$ cat src/design/sbt_params.svh
// Constants of the scan test port: codes, widths, field values, timing
`ifndef SBT_PARAMS_SVH
`define SBT_PARAMS_SVH
`define SBT_INSN_W        3
`define SBT_ID_W          32
`define SBT_BSR_LEN       107
`define SBT_BSR_INT_POS   48
`define SBT_OP_EXTEST     3'h0
`define SBT_OP_IDCODE     3'h1
`define SBT_OP_SAMPLEZ    3'h2
`define SBT_OP_SAMPLE     3'h4
`define SBT_OP_BYPASS     3'h7
`define SBT_CAPTURE_INSN  3'h1
`define SBT_ID_REV        3'h0
`define SBT_ID_DENSITY    3'h1
`define SBT_ID_WIDTH_X36  2'h3
`define SBT_ID_WIDTH_X18  2'h2
`define SBT_ID_WIDTH_X9   2'h0
`define SBT_TDO_VALID_NS  10
`define SBT_CLK_NS        40
`define SBT_TDO_VALID_CYC ((`SBT_TDO_VALID_NS / `SBT_CLK_NS) < 1 ? 1 : \
                           (`SBT_TDO_VALID_NS / `SBT_CLK_NS))
`endif

$ cat src/design/sbt_pkg.sv
// Types of the scan test port
package sbt_pkg;
   typedef enum logic [3:0] {
      SBT_RESET   = 4'h0,
      SBT_IDLE    = 4'h1,
      SBT_SEL_DR  = 4'h2,
      SBT_CAP_DR  = 4'h3,
      SBT_SH_DR   = 4'h4,
      SBT_EX1_DR  = 4'h5,
      SBT_PAU_DR  = 4'h6,
      SBT_EX2_DR  = 4'h7,
      SBT_UPD_DR  = 4'h8,
      SBT_SEL_IR  = 4'h9,
      SBT_CAP_IR  = 4'ha,
      SBT_SH_IR   = 4'hb,
      SBT_EX1_IR  = 4'hc,
      SBT_PAU_IR  = 4'hd,
      SBT_EX2_IR  = 4'he,
      SBT_UPD_IR  = 4'hf
   } sbt_state_t;
endpackage : sbt_pkg

$ cat src/design/sbt_tap.sv
// Boundary-scan test access port of the memory, sampled on ref_clk
// Notes on behaviour
// - Sixteen-state controller, self reset, no reset pin
// - Array contents never reach the scan path
// - Undriven mode and data inputs read as 1
// - Three-bit instruction, bypass, 32-bit id, 107 cells
// - Instruction codes select boundary, id or bypass
// - Floating instructions put data pins at high impedance
// - Extest floats pins instead of driving them
// - Sample keeps data pins driven normally
// - Serial input enters top id cell
// - Bypass cleared on load, keeps last shifted bit
// - Id: revision, configuration, maker code, start bit
// - Configuration encodes density, width, variant flags
// - Serial output changes after test clock falls
`timescale 1ns/1ps
`include "sbt_params.svh"
module sbt_tap #(
   parameter logic [1:0]  WIDTH_CODE = `SBT_ID_WIDTH_X18,
   parameter logic        FLAG_T     = 1'b1,
   parameter logic        FLAG_Q     = 1'b1,
   parameter logic        FLAG_B     = 1'b0,
   parameter logic        FLAG_S     = 1'b1,
   parameter logic [10:0] MAKER_CODE = 11'h155 // Arbitrary value
) (
   input  wire logic                    ref_clk,
   input  wire logic                    rstn,
   input  wire logic                    tck,
   input  wire logic                    tms,
   input  wire logic                    tms_oe_n,
   input  wire logic                    tdi,
   input  wire logic                    tdi_oe_n,
   output logic                         tdo,
   output logic                         tdo_oe_n,
   input  wire logic [`SBT_BSR_LEN-1:0] pad_in,
   output logic                         dq_float,
   output sbt_pkg::sbt_state_t          tap_state,
   output logic [`SBT_INSN_W-1:0]       test_instruction_bits
);
   import sbt_pkg::*;

   logic                    tck_s;
   logic                    tms_s;
   logic                    tdi_s;
   logic                    tck_d_r;
   logic                    tck_rise;
   logic                    tck_fall;
   logic                    tms_eff;
   logic                    tdi_eff;
   sbt_state_t              st_r;
   sbt_state_t              st_nxt;
   logic [`SBT_INSN_W-1:0]  ir_sh_r;
   logic [`SBT_INSN_W-1:0]  ir_r;
   logic                    byp_r;
   logic                    byp_sel;
   logic [`SBT_ID_W-1:0]    id_r;
   logic [`SBT_BSR_LEN-1:0] bsr_r;
   logic                    sdo;
   logic [`SBT_ID_W-1:0]    id_val;
   logic [16:0]             cfg;

   // Undriven inputs read as 1: the enable input flags a floating pin
   assign tms_eff = tms_oe_n ? 1'b1 : tms;
   assign tdi_eff = tdi_oe_n ? 1'b1 : tdi;

   sbt_sync #(.INIT(1'b0)) u_sck (.ref_clk(ref_clk), .rstn(rstn),
      .d(tck), .q(tck_s));
   sbt_sync #(.INIT(1'b1)) u_sms (.ref_clk(ref_clk), .rstn(rstn),
      .d(tms_eff), .q(tms_s));
   sbt_sync #(.INIT(1'b1)) u_sdi (.ref_clk(ref_clk), .rstn(rstn),
      .d(tdi_eff), .q(tdi_s));

   // Edge finder on the synchronised test clock
   always_ff @(posedge ref_clk) begin
      if (!rstn) tck_d_r <= 1'b0;
      else       tck_d_r <= tck_s;
   end
   assign tck_rise = tck_s & ~tck_d_r;
   assign tck_fall = ~tck_s & tck_d_r;

   // Part configuration 00def0wx0t0q0b0s0
   assign cfg = {2'b00, `SBT_ID_DENSITY, 1'b0, WIDTH_CODE, 1'b0, FLAG_T,
                 1'b0, FLAG_Q, 1'b0, FLAG_B, 1'b0, FLAG_S, 1'b0};
   assign id_val = {`SBT_ID_REV, cfg, MAKER_CODE, 1'b1};

   // Sixteen-state controller walk
   always_comb begin
      unique case (st_r)
         SBT_RESET:  st_nxt = tms_s ? SBT_RESET  : SBT_IDLE;
         SBT_IDLE:   st_nxt = tms_s ? SBT_SEL_DR : SBT_IDLE;
         SBT_SEL_DR: st_nxt = tms_s ? SBT_SEL_IR : SBT_CAP_DR;
         SBT_CAP_DR: st_nxt = tms_s ? SBT_EX1_DR : SBT_SH_DR;
         SBT_SH_DR:  st_nxt = tms_s ? SBT_EX1_DR : SBT_SH_DR;
         SBT_EX1_DR: st_nxt = tms_s ? SBT_UPD_DR : SBT_PAU_DR;
         SBT_PAU_DR: st_nxt = tms_s ? SBT_EX2_DR : SBT_PAU_DR;
         SBT_EX2_DR: st_nxt = tms_s ? SBT_UPD_DR : SBT_SH_DR;
         SBT_UPD_DR: st_nxt = tms_s ? SBT_SEL_DR : SBT_IDLE;
         SBT_SEL_IR: st_nxt = tms_s ? SBT_RESET  : SBT_CAP_IR;
         SBT_CAP_IR: st_nxt = tms_s ? SBT_EX1_IR : SBT_SH_IR;
         SBT_SH_IR:  st_nxt = tms_s ? SBT_EX1_IR : SBT_SH_IR;
         SBT_EX1_IR: st_nxt = tms_s ? SBT_UPD_IR : SBT_PAU_IR;
         SBT_PAU_IR: st_nxt = tms_s ? SBT_EX2_IR : SBT_PAU_IR;
         SBT_EX2_IR: st_nxt = tms_s ? SBT_UPD_IR : SBT_SH_IR;
         SBT_UPD_IR: st_nxt = tms_s ? SBT_SEL_DR : SBT_IDLE;
      endcase
   end

   // State register; rstn models the power-up self reset
   always_ff @(posedge ref_clk) begin
      if (!rstn)         st_r <= SBT_RESET;
      else if (tck_rise) st_r <= st_nxt;
   end
   assign tap_state = st_r;

   // Instruction shift stage and active instruction
   always_ff @(posedge ref_clk) begin
      if (!rstn) begin
         ir_sh_r <= `SBT_CAPTURE_INSN;
         ir_r    <= `SBT_OP_IDCODE;
      end else if (tck_rise) begin
         unique case (st_r)
            SBT_CAP_IR: ir_sh_r <= `SBT_CAPTURE_INSN;
            SBT_SH_IR:  ir_sh_r <= {tdi_s, ir_sh_r[`SBT_INSN_W-1:1]};
            default:    ir_sh_r <= ir_sh_r;
         endcase
         if (st_r == SBT_RESET)       ir_r <= `SBT_OP_IDCODE;
         else if (st_r == SBT_UPD_IR) ir_r <= ir_sh_r;
      end
   end
   assign test_instruction_bits = ir_r;

   // Reserved codes fall back to the bypass bit, so it must move too
   assign byp_sel = (ir_r != `SBT_OP_EXTEST) && (ir_r != `SBT_OP_SAMPLEZ) &&
                    (ir_r != `SBT_OP_SAMPLE) && (ir_r != `SBT_OP_IDCODE);

   // Bypass bit: zero on load and capture, holds last shifted bit
   always_ff @(posedge ref_clk) begin
      if (!rstn) byp_r <= 1'b0;
      else if (tck_rise && st_r == SBT_UPD_IR &&
               ir_sh_r == `SBT_OP_BYPASS) byp_r <= 1'b0;
      else if (tck_rise && byp_sel) begin
         if (st_r == SBT_CAP_DR)     byp_r <= 1'b0;
         else if (st_r == SBT_SH_DR) byp_r <= tdi_s;
      end
   end

   // Id register: input enters top cell, shifts toward the output
   always_ff @(posedge ref_clk) begin
      if (!rstn) id_r <= '0;
      else if (tck_rise && ir_r == `SBT_OP_IDCODE) begin
         if (st_r == SBT_CAP_DR)     id_r <= id_val;
         else if (st_r == SBT_SH_DR)
            id_r <= {tdi_s, id_r[`SBT_ID_W-1:1]};
      end
   end

   // Boundary cells capture pad levels, except cell 47 which loads zero, never array data
   always_ff @(posedge ref_clk) begin
      if (!rstn) bsr_r <= '0;
      else if (tck_rise && (ir_r == `SBT_OP_EXTEST ||
               ir_r == `SBT_OP_SAMPLEZ || ir_r == `SBT_OP_SAMPLE)) begin
         if (st_r == SBT_CAP_DR) begin
            bsr_r <= pad_in;
            bsr_r[`SBT_BSR_INT_POS-1] <= 1'b0;
         end else if (st_r == SBT_SH_DR)
            bsr_r <= {tdi_s, bsr_r[`SBT_BSR_LEN-1:1]};
      end
   end

   // Serial source follows the active instruction; reserved codes bypass
   always_comb begin
      unique case (ir_r)
         `SBT_OP_EXTEST, `SBT_OP_SAMPLEZ, `SBT_OP_SAMPLE: sdo = bsr_r[0];
         `SBT_OP_IDCODE: sdo = id_r[0];
         default:        sdo = byp_r;
      endcase
   end

   // Output moves on the falling test clock, enabled only while shifting
   always_ff @(posedge ref_clk) begin
      if (!rstn) begin
         tdo      <= 1'b0;
         tdo_oe_n <= 1'b1;
      end else if (tck_fall) begin
         tdo      <= (st_r == SBT_SH_IR) ? ir_sh_r[0] : sdo;
         tdo_oe_n <= !(st_r == SBT_SH_IR || st_r == SBT_SH_DR);
      end
   end

   // Float the data pins for extest and floating sample, not for sample
   always_ff @(posedge ref_clk) begin
      if (!rstn) dq_float <= 1'b0;
      else dq_float <= (ir_r == `SBT_OP_EXTEST) ||
                       (ir_r == `SBT_OP_SAMPLEZ);
   end

   a_float_follows_insn: assert property (@(posedge ref_clk)
      disable iff (!rstn) (ir_r == `SBT_OP_SAMPLE) |=> !dq_float)
      else $error("data pins floated under sample");
   a_extest_floats: assert property (@(posedge ref_clk)
      disable iff (!rstn) (ir_r == `SBT_OP_EXTEST) |=> dq_float)
      else $error("extest did not float pins");
   a_samplez_floats: assert property (@(posedge ref_clk)
      disable iff (!rstn) (ir_r == `SBT_OP_SAMPLEZ) |=> dq_float)
      else $error("floating sample did not float pins");
   a_tdo_idle_hiz: assert property (@(posedge ref_clk)
      disable iff (!rstn) (tck_fall && st_r == SBT_IDLE) |=> tdo_oe_n)
      else $error("serial output driven outside shift");
   a_tdo_shift_on: assert property (@(posedge ref_clk)
      disable iff (!rstn) (tck_fall && st_r == SBT_SH_DR) |=> !tdo_oe_n)
      else $error("serial output not driven in shift");
   a_tdo_fall_only: assert property (@(posedge ref_clk)
      disable iff (!rstn) !$past(tck_fall) |-> $stable(tdo))
      else $error("serial output moved without falling edge");
   a_reset_by_tms: assert property (@(posedge ref_clk)
      disable iff (!rstn) (tck_rise && tms_s && st_r == SBT_SEL_IR)
      |=> st_r == SBT_RESET)
      else $error("controller missed reset state");
   a_bypass_clear: assert property (@(posedge ref_clk)
      disable iff (!rstn)
      (tck_rise && ir_r == `SBT_OP_BYPASS && st_r == SBT_CAP_DR) |=> !byp_r)
      else $error("bypass bit not cleared");
   a_bypass_load: assert property (@(posedge ref_clk)
      disable iff (!rstn)
      (tck_rise && st_r == SBT_UPD_IR && ir_sh_r == `SBT_OP_BYPASS)
      |=> !byp_r)
      else $error("bypass bit not cleared on load");
   a_id_start_bit: assert property (@(posedge ref_clk)
      disable iff (!rstn)
      (tck_rise && ir_r == `SBT_OP_IDCODE && st_r == SBT_CAP_DR)
      |=> id_r[0] && id_r[31:29] == `SBT_ID_REV)
      else $error("id capture wrong");
   a_id_shift_in: assert property (@(posedge ref_clk)
      disable iff (!rstn)
      (tck_rise && ir_r == `SBT_OP_IDCODE && st_r == SBT_SH_DR)
      |=> id_r[31] == $past(tdi_s))
      else $error("id shift input wrong");
   a_undriven_tms: assert property (@(posedge ref_clk)
      disable iff (!rstn) tms_oe_n [*3] |-> tms_s)
      else $error("floating mode input not read as one");
endmodule : sbt_tap

$ cat src/design/sbt_sync.sv
// Two-stage synchroniser for one level from outside the clock domain
`timescale 1ns/1ps
module sbt_sync #(
   parameter logic INIT = 1'b1
) (
   input  wire logic ref_clk,
   input  wire logic rstn,
   input  wire logic d,
   output logic      q
);
   logic meta_r;

   // First stage feeds only the second stage
   always_ff @(posedge ref_clk) begin
      if (!rstn) begin
         meta_r <= INIT;
         q      <= INIT;
      end else begin
         meta_r <= d;
         q      <= meta_r;
      end
   end
endmodule : sbt_sync

$ cat config.mk
export PLATFORM = sky130hd
export DESIGN_NAME = sbt_tap
export DESIGN_NICKNAME = d
export VERILOG_FILES = /design/src/design/sbt_pkg.sv /design/src/design/sbt_tap.sv /design/src/design/sbt_sync.sv
export VERILOG_INCLUDE_DIRS = /design/src /design/src/design
export SDC_FILE = /design/constraint.sdc
export NUM_CORES = 1
export LEC_CHECK = 0
export CAP_MARGIN = 10
export CORE_MARGIN = 5
export CORE_UTILIZATION = 60
export DETAILED_ROUTE_END_ITERATION = 7
export DONT_BUFFER_PORTS = 1
export HOLD_SLACK_MARGIN = 0.08
export MAX_ROUTING_LAYER = met4
export PLACE_DENSITY = 0.76
export SLEW_MARGIN = 10
export SYNTH_ARGS = -nofsm -noshare
export SYNTH_HDL_FRONTEND = slang
export SYNTH_SLANG_ARGS = --single-unit
export TNS_END_PERCENT = 100
$ cat constraint.sdc
create_clock -name ref_clk -period 2.3 [get_ports ref_clk]
set_input_delay 0.115 -clock ref_clk [delete_from_list [all_inputs] [get_ports ref_clk]]
set_output_delay 0.115 -clock ref_clk [all_outputs]
set_load 0.01 [all_outputs]
==> results.yml, run 1 <==
cts:
  cts.path.max_buffers: 2
  tritoncts: "built"
  cts_setup_buffers: 0
  cts-root-buf: "clkbuf_16"
  h-tree-depth: 4
  cts_buffers: 17
  clk_pin_slew_ps: 60
  clk_latency_ps: 420
  cts_sinks: 160
logic_synthesis:
  synth_top_area_cell: "dfxtp_1"
  synth_area_leaders: "dfxtp_1 47%, a311oi_1 14%, nand2_1 12%, nor2_1 6.1%, nand3_1 4.0%"
  yosysWarnings: 0
  syn_nets: 980
  syn_area_per_cell_um2: 7.91
  ys.flop_type: "dfxtp_1"
  ys_seq_elements: 160
  syn_inst: 866
  netlist.area_leader.share_pct: 46.8
  synthArstFlopShare_pct: 0
  seq_area_frac_synth_pct: 46.8
  synth_edf_count: 0
  yosysMostFrequentCell: "nand2_1"
  syn_area_um2: 6850
  yosys-top-cells-count: "218 x nand2_1, 160 x dfxtp_1, 111 x nor2_1"
  ys_types: 49
layout:
  final_nets: 1046
  fin_util_pct: 76.8
  stdcell_area_um2: 8700
  drive_above_1_share_pct: 6.35
  fill_cells: 758
  area_growth_pct: 27.0
grt:
  grt_use_total_pct: 27.3
  grt_util_met3_pct: 5.14
  grt_max_degree: 117
  met2_usage_pct: 44.9
  grt_overflow: 0
  grt_antenna_before_repair: 0
  grt_pass1_vias: 6113
  grt_pass1_wl_um: 29100
  use_met1_pct: 33.3
  busiest_layer: "met2"
detailed_routing:
  wl_per_cell_um: 16.5
  drt_iter0_drc: 642
  via_per_inst: 6.02
  dr.pass1.iters: 5
  dr_total_vias: 6551
  drc: 0
  drtAntennaViolNets: 0
  routed_wl_um: 18000
timing:
  slew_headroom_pct: 48.5
  setup_viol: 0
  finalWorstPathRequiredPeriod_ps: 2120
  tns_ps: 0
  clock.fmax_mhz: 472
  period_share_pct: 92.2
  fin_worst_skew_ps: 7.35
  worst_slew_pin_slew_ps: 770
  grt_setup_unrepaired: "no"
  final_hold_viol_count: 0
  slew_violations: 0
power:
  p_per_area_nw_per_um2: 676
  power.leakage_nw: 2.61
  ir_drop_uv: 572
worst_setup_path:
  critPathCaptureType: "register"
  worst-path-max-fanout: 55
  worstPathRequired_ps: 2600
  cpMaxStageDelayCell: "dfxtp_1"
  critical_path_arrival_ps: 2420
  crit_type: "reg2reg"
  cpPeakStageDelay_ps: 550
  cp_cell_sequence: "and3b_1 > o211a_4 > buf_12 > nor2_1 > a311oi_1"
  cp-start-kind: "register"
  reg2reg_setup_slack_ps: 180
floorplanning:
  ios: 124
  core_area_um2: 11300
  die_w_um: 117
  row_count: 39
  die_h_um: 117
  die-area_um2: 13700
  start_util_pct: 60.5
place:
  numPortBuffers: 0
  gp_congestion: 0.803
  placed_cell_area_um2: 6950
  dp_hpwl_um: 9560
run:
  max-cap-violations: 0
outcome:
  status: "complete, no violations"
hold_path:
  hp-class: "in2reg"
## layer usage
layer / part of all wire [%] / vias up
li1: - / 3174
met1: 42 / 3075
met2: 50 / 258
met3: 5.9 / 44
met4: 2.3 / 0
met5: 0 / -
## final timing paths
path | from | end | depth (start not counted)
max | tap_state[1]$_SDFFE_PN0P_ | bsr_r[36]$_SDFFE_PN0P_ | 5
min | tms_oe_n | u_sms.meta_r$_SDFF_PP1_ | 2
max reg2reg | tap_state[1]$_SDFFE_PN0P_ | bsr_r[36]$_SDFFE_PN0P_ | 5
min reg2reg | u_sms.meta_r$_SDFF_PP1_ | u_sms.q$_SDFF_PN1_ | 1
## report_power, final
part | internal (W) | switching [W] | total (W) | leakage [nW]
combinational | 0.000160 | 0.000110 | 0.000269 | 1.04
sequential | 0.00278 | 0.0000121 | 0.00279 | 1.29
clock | 0.00173 | 0.00110 | 0.00282 | 0.287
## cells in the final DEF, fill, tap and decap left out, types with 2 or more instances in the layout
cell	n
o31ai_1	2
nor3b_1	3
or3_1	2
and2_1	3
xnor2_1	2
and4b_1	2
clkbuf_1	3
inv_1	5
buf_12	11
o21ai_0	46
nand2_1	218
o21ai_1	4
clkinv_2	6
dfxtp_1	159
nand3_1	55
clkbuf_16	17
bufinv_16	3
a21oi_1	14
a31oi_1	2
clkinvlp_4	2
nor2b_1	3
a311oi_1	106
buf_4	9
a211oi_1	5
nor3_1	4
a22o_1	2
nor2_1	111
nand4_1	2
dlygate4sd3_1	113
nand2b_1	5
## sequential cells by signal, summed over array words and instances (netlist names)
signal and cells:
tdo_oe_n 1, u_sck.q 1, test_instruction_bits 3, u_sdi.meta_r 1, u_sms.meta_r 1, tdo 1
bsr_r 107, byp_r 1, u_sms.q 1, u_sck.meta_r 1, ir_sh_r 3, dq_float 1
tap_state 4, id_r 32, tck_d_r 1, u_sdi.q 1
## cells by family (layout without fill, tap and decap cells)
logic type / Yosys count / count (layout) / synth area share, %
xor+xnor: 2 / 2 / 0.256
flops: 160 / 160 / 46.8
compound gates: 190 / 190 / 20.6
other cells: 0 / 1 / 0
simple gates: 418 / 418 / 25.8
mux: 1 / 1 / 0.146
fa+ha+maj: 1 / 1 / 0.146
buf+inv: 94 / 173 / 6.25
## worst max-delay path: cells and delay by family (launching register included)
| kind | cells | cell delay [ps] |
|---|---|---|
| DFF | 1 | 550 |
| buffers and inverters | 1 | 270 |
| AOI/OAI and AO/OA | 2 | 710 |
| and+or+nand+nor | 2 | 440 |
## layout make-up
class / count / area, um2 / share of cell area, %
clock buffer: 21 / 450 / 5.18
tap: 143 / 179 / 2.06
timing repair buffer: 134 / 1450 / 16.6
antenna: 1 / 2.50 / 0.0288
sequential: 160 / 3200 / 36.8
multi-input combinational: 612 / 3250 / 37.4
inverter: 7 / 27.5 / 0.316
clock inverter: 11 / 139 / 1.60
## repair_timing
item / CTS / global route
hold buffers: 114 / 0
resized for setup: 0 / 1
hold endpoints to repair: 151 / 0
endpoints found under the setup margin: 0 / 1
## per-stage QoR
step                setup WS (ps)  total power [W]  instances  hold slack, ps
floorplan                     593          0.00293        866             214
global placement              365          0.00293        942             197
detailed placement            257          0.00294        942             200
CTS                           256          0.00590       1088             315
global route                 43.9          0.00607       1088             324
finish                        179          0.00588       1089             325
Note: power is estimated with default switching activity, not from simulation.
==> inputs of run 2 (changes only) <==
--- a/config.mk
+++ b/config.mk
@@ -17,5 +17,6 @@
 export SLEW_MARGIN = 10
 export SYNTH_ARGS = -nofsm -noshare
 export SYNTH_HDL_FRONTEND = slang
+export SYNTH_HIERARCHICAL = 1
 export SYNTH_SLANG_ARGS = --single-unit
 export TNS_END_PERCENT = 100
==> results.yml, run 2 <==
grt:
  grt_overflow: 0
  grt_antenna_before_repair: 0
  grt_pass1_vias: 6253
  grt_use_total_pct: 27.9
  grt_pass1_wl_um: 29800
  grt_max_degree: 85
worst_setup_path:
  worst-path-max-fanout: 19
  crit_type: "reg2reg"
  worstReg2RegEnd: "bsr_r[31]$_SDFFE_PN0P_"
  critPathCaptureType: "register"
  worstPathRequired_ps: 2590
  timing.rr.start: "tap_state[2]$_SDFFE_PN0P_"
  reg2reg_setup_slack_ps: 170
  cp-start-kind: "register"
  critical_path_arrival_ps: 2420
  r2r_cells: 5
timing:
  slew_violations: 0
  worst_slew_pin_slew_ps: 716
  hold_ws_ps: 216
  final.setup.worst_slack_ps: 170
  fin_worst_skew_ps: 5.96
  final_hold_viol_count: 0
  period_share_pct: 92.6
  slew_headroom_pct: 52.3
  finalWorstPathRequiredPeriod_ps: 2130
  clock.fmax_mhz: 470
  setup_viol: 0
  tns_ps: 0
  grt_setup_unrepaired: "no"
layout:
  final_cells: 1090
  area_growth_pct: 26.3
  n_antenna_cell: 0
  final_nets: 1048
  most-common-layout-cells: "218 x nand2_1, 160 x dfxtp_1, 113 x dlygate4sd3_1"
  largest_register: "bsr_r"
  layout_commonest_cell: "nand2_1"
  fill_cells: 734
  fin_util_pct: 76.7
  drive_above_1_share_pct: 6.76
  largest_reg_flops: 107
logic_synthesis:
  seq_area_frac_synth_pct: 46.6
  synth_area_leaders: "dfxtp_1 47%, a311oi_1 14%, nand2_1 12%, nor2_1 6.1%, nand3_1 4.0%"
  yosys-top-cells-count: "218 x nand2_1, 160 x dfxtp_1, 111 x nor2_1"
  synth_top_area_cell: "dfxtp_1"
  synthArstFlopShare_pct: 0
  syn_area_per_cell_um2: 7.91
  ys.flop_type: "dfxtp_1"
  ys_seq_elements: 160
  yosysWarnings: 6
  syn_area_um2: 6870
  yosysMostFrequentCell: "nand2_1"
  ys_types: 48
  synth_edf_count: 0
  syn_inst: 868
  syn_nets: 982
  netlist.area_leader.share_pct: 46.6
place:
  numPortBuffers: 0
  post-place-cells: 944
  gp_congestion: 0.775
  dp_hpwl_um: 9480
  dp_slack_ps: 319
detailed_routing:
  drtAntennaViolNets: 0
  wl_per_cell_um: 16.9
  routed_wl_um: 18400
  dr.pass1.iters: 5
  drt_iter0_drc: 780
  drc: 0
  via_per_inst: 6.02
  dr_total_vias: 6561
hold_path:
  hp-class: "in2reg"
  hp-start: "rstn"
  min_path_cells: 3
  whs_endpoint: "ir_sh_r[1]$_SDFFE_PN0P_"
power:
  power.leakage_nw: 2.59
  ir_drop_uv: 630
  p_per_area_nw_per_um2: 691
cts:
  cts_sinks: 160
  cts.path.max_buffers: 2
  cts-root-buf: "clkbuf_16"
  clk_pin_slew_ps: 60
  cts_buffers: 17
  postCtsResizedCells: 0
  clk_latency_ps: 420
  cts_setup_buffers: 0
  tritoncts: "built"
  h-tree-depth: 4
floorplanning:
  die_w_um: 117
  start_util_pct: 60.7
  core_area_um2: 11300
  die_h_um: 117
  ios: 124
  die-area_um2: 13700
  row_count: 39
outcome:
  status: "complete, no violations"
run:
  max-cap-violations: 0
-- run 2: changes by cell type in the layout (fill, tap and decap cells not counted), sizes merged --
cell,delta
clkbuf,-3
nand2b,+2
or3,-2
or2,+2
diode,-1
inv,+3
-- run 2: repair_timing --
action                                  4_1_cts  5_1_grt
hold buffers                                114        0
endpoints found under the setup margin        0        0
hold endpoints to repair                    151        0
-- run 2: layout make-up --
| class | instances | area (um2) | area share (%) |
|---|---|---|---|
| multi-input cells | 614 | 3260 | 37.6 |
| clock inverters | 14 | 183 | 2.10 |
| repair buffers | 134 | 1380 | 15.9 |
| flip-flops and latches | 160 | 3200 | 36.9 |
| well taps | 143 | 179 | 2.06 |
| clock buffers | 18 | 439 | 5.06 |
| inverters | 7 | 27.5 | 0.317 |
-- run 2: power breakdown --
part | switching, W | internal, W
combinational | 0.000115 | 0.000161
clock | 0.00118 | 0.00176
sequential | 0.00000886 | 0.00278
-- run 2: metrics by stage --
step | area, um2 | power, W
floorplan | 6870 | 0.00293
global placement | 6900 | 0.00293
detailed placement | 6900 | 0.00293
CTS | 8680 | 0.00601
global route | 8680 | 0.00618
finish | 8680 | 0.00600
-- run 2: cell families (layout without fill, tap and decap cells) --
logic type | after synthesis | in the layout | share of synthesized area [%]
buf+inv | 94 | 173 | 6.32
flops | 160 | 160 | 46.6
mux | 1 | 1 | 0.146
simple gates | 420 | 420 | 25.9
compound gates | 190 | 190 | 20.6
fa+ha+maj | 1 | 1 | 0.146
xor+xnor | 2 | 2 | 0.255
-- run 2: worst max-delay path, cell delays in order (launching register included) --
cell and delay, ps:
dfxtp_1 430, nor3b_2 430, o211a_4 430, buf_4 250, nor2_1 80, a311oi_1 370
-- run 2: worst max-delay path by stage --
stage                                    startpoint                     end  slack (ps)  depth (start not counted)
after global placement    tap_state[2]$_SDFFE_PN0P_  bsr_r[65]$_SDFFE_PN0P_         410                          5
final                     tap_state[2]$_SDFFE_PN0P_  bsr_r[31]$_SDFFE_PN0P_         170                          5
after detailed placement  tap_state[2]$_SDFFE_PN0P_  bsr_r[57]$_SDFFE_PN0P_         320                          5
after global routing      tap_state[2]$_SDFFE_PN0P_  bsr_r[56]$_SDFFE_PN0P_          40                          5
after CTS                 tap_state[2]$_SDFFE_PN0P_  bsr_r[81]$_SDFFE_PN0P_         260                          5
after floorplan           tap_state[3]$_SDFFE_PN0P_  bsr_r[16]$_SDFFE_PN0P_         600                          7
-- run 2: per-layer routing --
metal | wire length [um] | track usage (%) | part of all wire [%]
met1 | 7450 | 32.1 | 40
met2 | 9340 | 47.2 | 51
met3 | 1140 | 6.68 | 6.2
met4 | 492 | 10.8 | 2.7
met5 | 0 | - | 0
==> inputs of run 3 (changes only) <==
--- a/config.mk
+++ b/config.mk
@@ -7,6 +7,7 @@
 export NUM_CORES = 1
 export LEC_CHECK = 0
 export CAP_MARGIN = 10
+export CORE_ASPECT_RATIO = 1.75
 export CORE_MARGIN = 5
 export CORE_UTILIZATION = 60
 export DETAILED_ROUTE_END_ITERATION = 7
==> results.yml, run 3 (synthesis gave the netlist of run 2 again) <==
grt:
  grt_pass1_wl_um: 30400
  grt_antenna_before_repair: 1
  grt_max_degree: 129
  grt_overflow: 0
  grt_pass1_vias: 6356
  grt_use_total_pct: 27.4
run:
  max-cap-violations: 0
layout:
  area_growth_pct: 25.9
  layout_commonest_cell: "nand2_1"
  most-common-layout-cells: "218 x nand2_1, 160 x dfxtp_1, 113 x dlygate4sd3_1"
  largest_register: "bsr_r"
  largest_reg_flops: 107
  final_nets: 1047
  drive_above_1_share_pct: 6.66
  multi_input_area_um2: 3260
  fill_cells: 707
  fin_util_pct: 77.5
  seqCellArea_um2: 3200
place:
  gp_congestion: 0.804
  numPortBuffers: 0
  dp_slack_ps: 292
  dp_hpwl_um: 9950
detailed_routing:
  wl_per_cell_um: 17.1
  dr.pass1.iters: 5
  via_per_inst: 6.15
  drc: 0
  dr_total_vias: 6641
  drtAntennaViolNets: 0
  drt_iter0_drc: 485
  routed_wl_um: 18500
outcome:
  status: "complete, no violations"
worst_setup_path:
  critPathCaptureType: "register"
  worst-path-max-fanout: 21
  cpMaxStageDelayCell: "dfxtp_1"
  cpPeakStageDelay_ps: 550
  crit_type: "reg2reg"
  critical_path_arrival_ps: 2470
  cp_cell_sequence: "and3b_1 > o211a_4 > buf_4 > nor2_1 > a311oi_1"
  cp_top_family: "compound AO/OA/AOI/OAI gates"
  cp-start-kind: "register"
  worstPathRequired_ps: 2600
  timing.critical_path.buf_inv: 1
floorplanning:
  ios: 124
  start_util_pct: 61.5
  row_count: 51
  core_area_um2: 11200
  die-area_um2: 13800
  die_w_um: 90.9
  die_h_um: 152
power:
  p_switching_w: 0.00129
  ir_drop_uv: 662
  p_int_w: 0.00458
  power_frac_seq_pct: 47.5
  p_sw_share_pct: 21.9
  pwr-share-clk_pct: 47.7
  combPwrFrac_pct: 4.8
  p_per_area_nw_per_um2: 678
  power.leakage_nw: 2.57
timing:
  slew_violations: 0
  period_share_pct: 94.1
  setup_viol: 0
  final.setup.worst_slack_ps: 136
  hold_ws_ps: 166
  final_hold_viol_count: 0
  grt_setup_unrepaired: "no"
  fin_worst_skew_ps: 7.36
  worst_slew_pin_slew_ps: 541
  finalWorstPathRequiredPeriod_ps: 2160
  tns_ps: 0
  slew_headroom_pct: 63.9
  clock.fmax_mhz: 462
cts:
  h-tree-depth: 4
  cts_hold_buf: 114
  tritoncts: "built"
  cts_setup_buffers: 0
  clk_pin_slew_ps: 70
  cts.path.max_buffers: 2
  cts-root-buf: "clkbuf_16"
  postCtsResizedCells: 0
  cts_sinks: 160
  clk_latency_ps: 420
  cts_buffers: 17
hold_path:
  hp-class: "in2reg"
-- run 3: cell type report --
type                       instances  share of cell area, %
antenna                            2                 0.0579
inverter                           7                  0.318
timing repair buffer             133                   16.1
multi-input combinational        614                   37.7
clock buffer                      18                   5.08
clock inverter                    14                   1.82
tap                              132                   1.91
sequential                       160                   37.0
-- run 3: power by group through the flow --
stage	combinational, W	sequential [W]	clock (W)
4_1_cts	0.000271	0.00279	0.00284
3_5_place_dp	0.0000904	0.00285	0
3_3_place_gp	0.0000860	0.00285	0
5_1_grt	0.000296	0.00279	0.00298
2_1_floorplan	0.0000845	0.00285	0
6_report	0.000279	0.00279	0.00280
-- run 3: per-stage QoR --
step,instance area [um2],total power (W),cells
2_1_floorplan,6870,0.00293,868
3_3_place_gp,6890,0.00294,932
3_5_place_dp,6890,0.00294,932
4_1_cts,8640,0.00590,1078
5_1_grt,8650,0.00606,1079
6_report,8650,0.00587,1080
-- run 3: worst paths after layout --
check | start | slack [ps] | depth (start not counted) | to
max | tap_state[1]$_SDFFE_PN0P_ | 140 | 5 | bsr_r[91]$_SDFFE_PN0P_
min | rstn | 170 | 2 | bsr_r[47]$_SDFFE_PN0P_
min reg2reg | u_sms/meta_r$_SDFF_PN1_ | 410 | 1 | u_sms/q$_SDFF_PN1_
max reg2reg | tap_state[1]$_SDFFE_PN0P_ | 140 | 5 | bsr_r[91]$_SDFFE_PN0P_
-- run 3: metal layers --
| metal | share of wire (%) | global-route usage (%) | vias to the layer above |
|---|---|---|---|
| met4 | 3.1 | 11.5 | 0 |
| met1 | 39 | 29.7 | 3175 |
| li1 | - | - | 3187 |
| met3 | 4.9 | 6.47 | 51 |
| met5 | 0 | - | - |
| met2 | 53 | 48.0 | 228 |
-- run 3: worst reg2reg max path: cells and delay by family, from the launching register on --
family	cells	cell delay (ps)
AOI/OAI and AO/OA	2	730
DFF	1	550
and+or+nand+nor	2	460
buffers and inverters	1	300
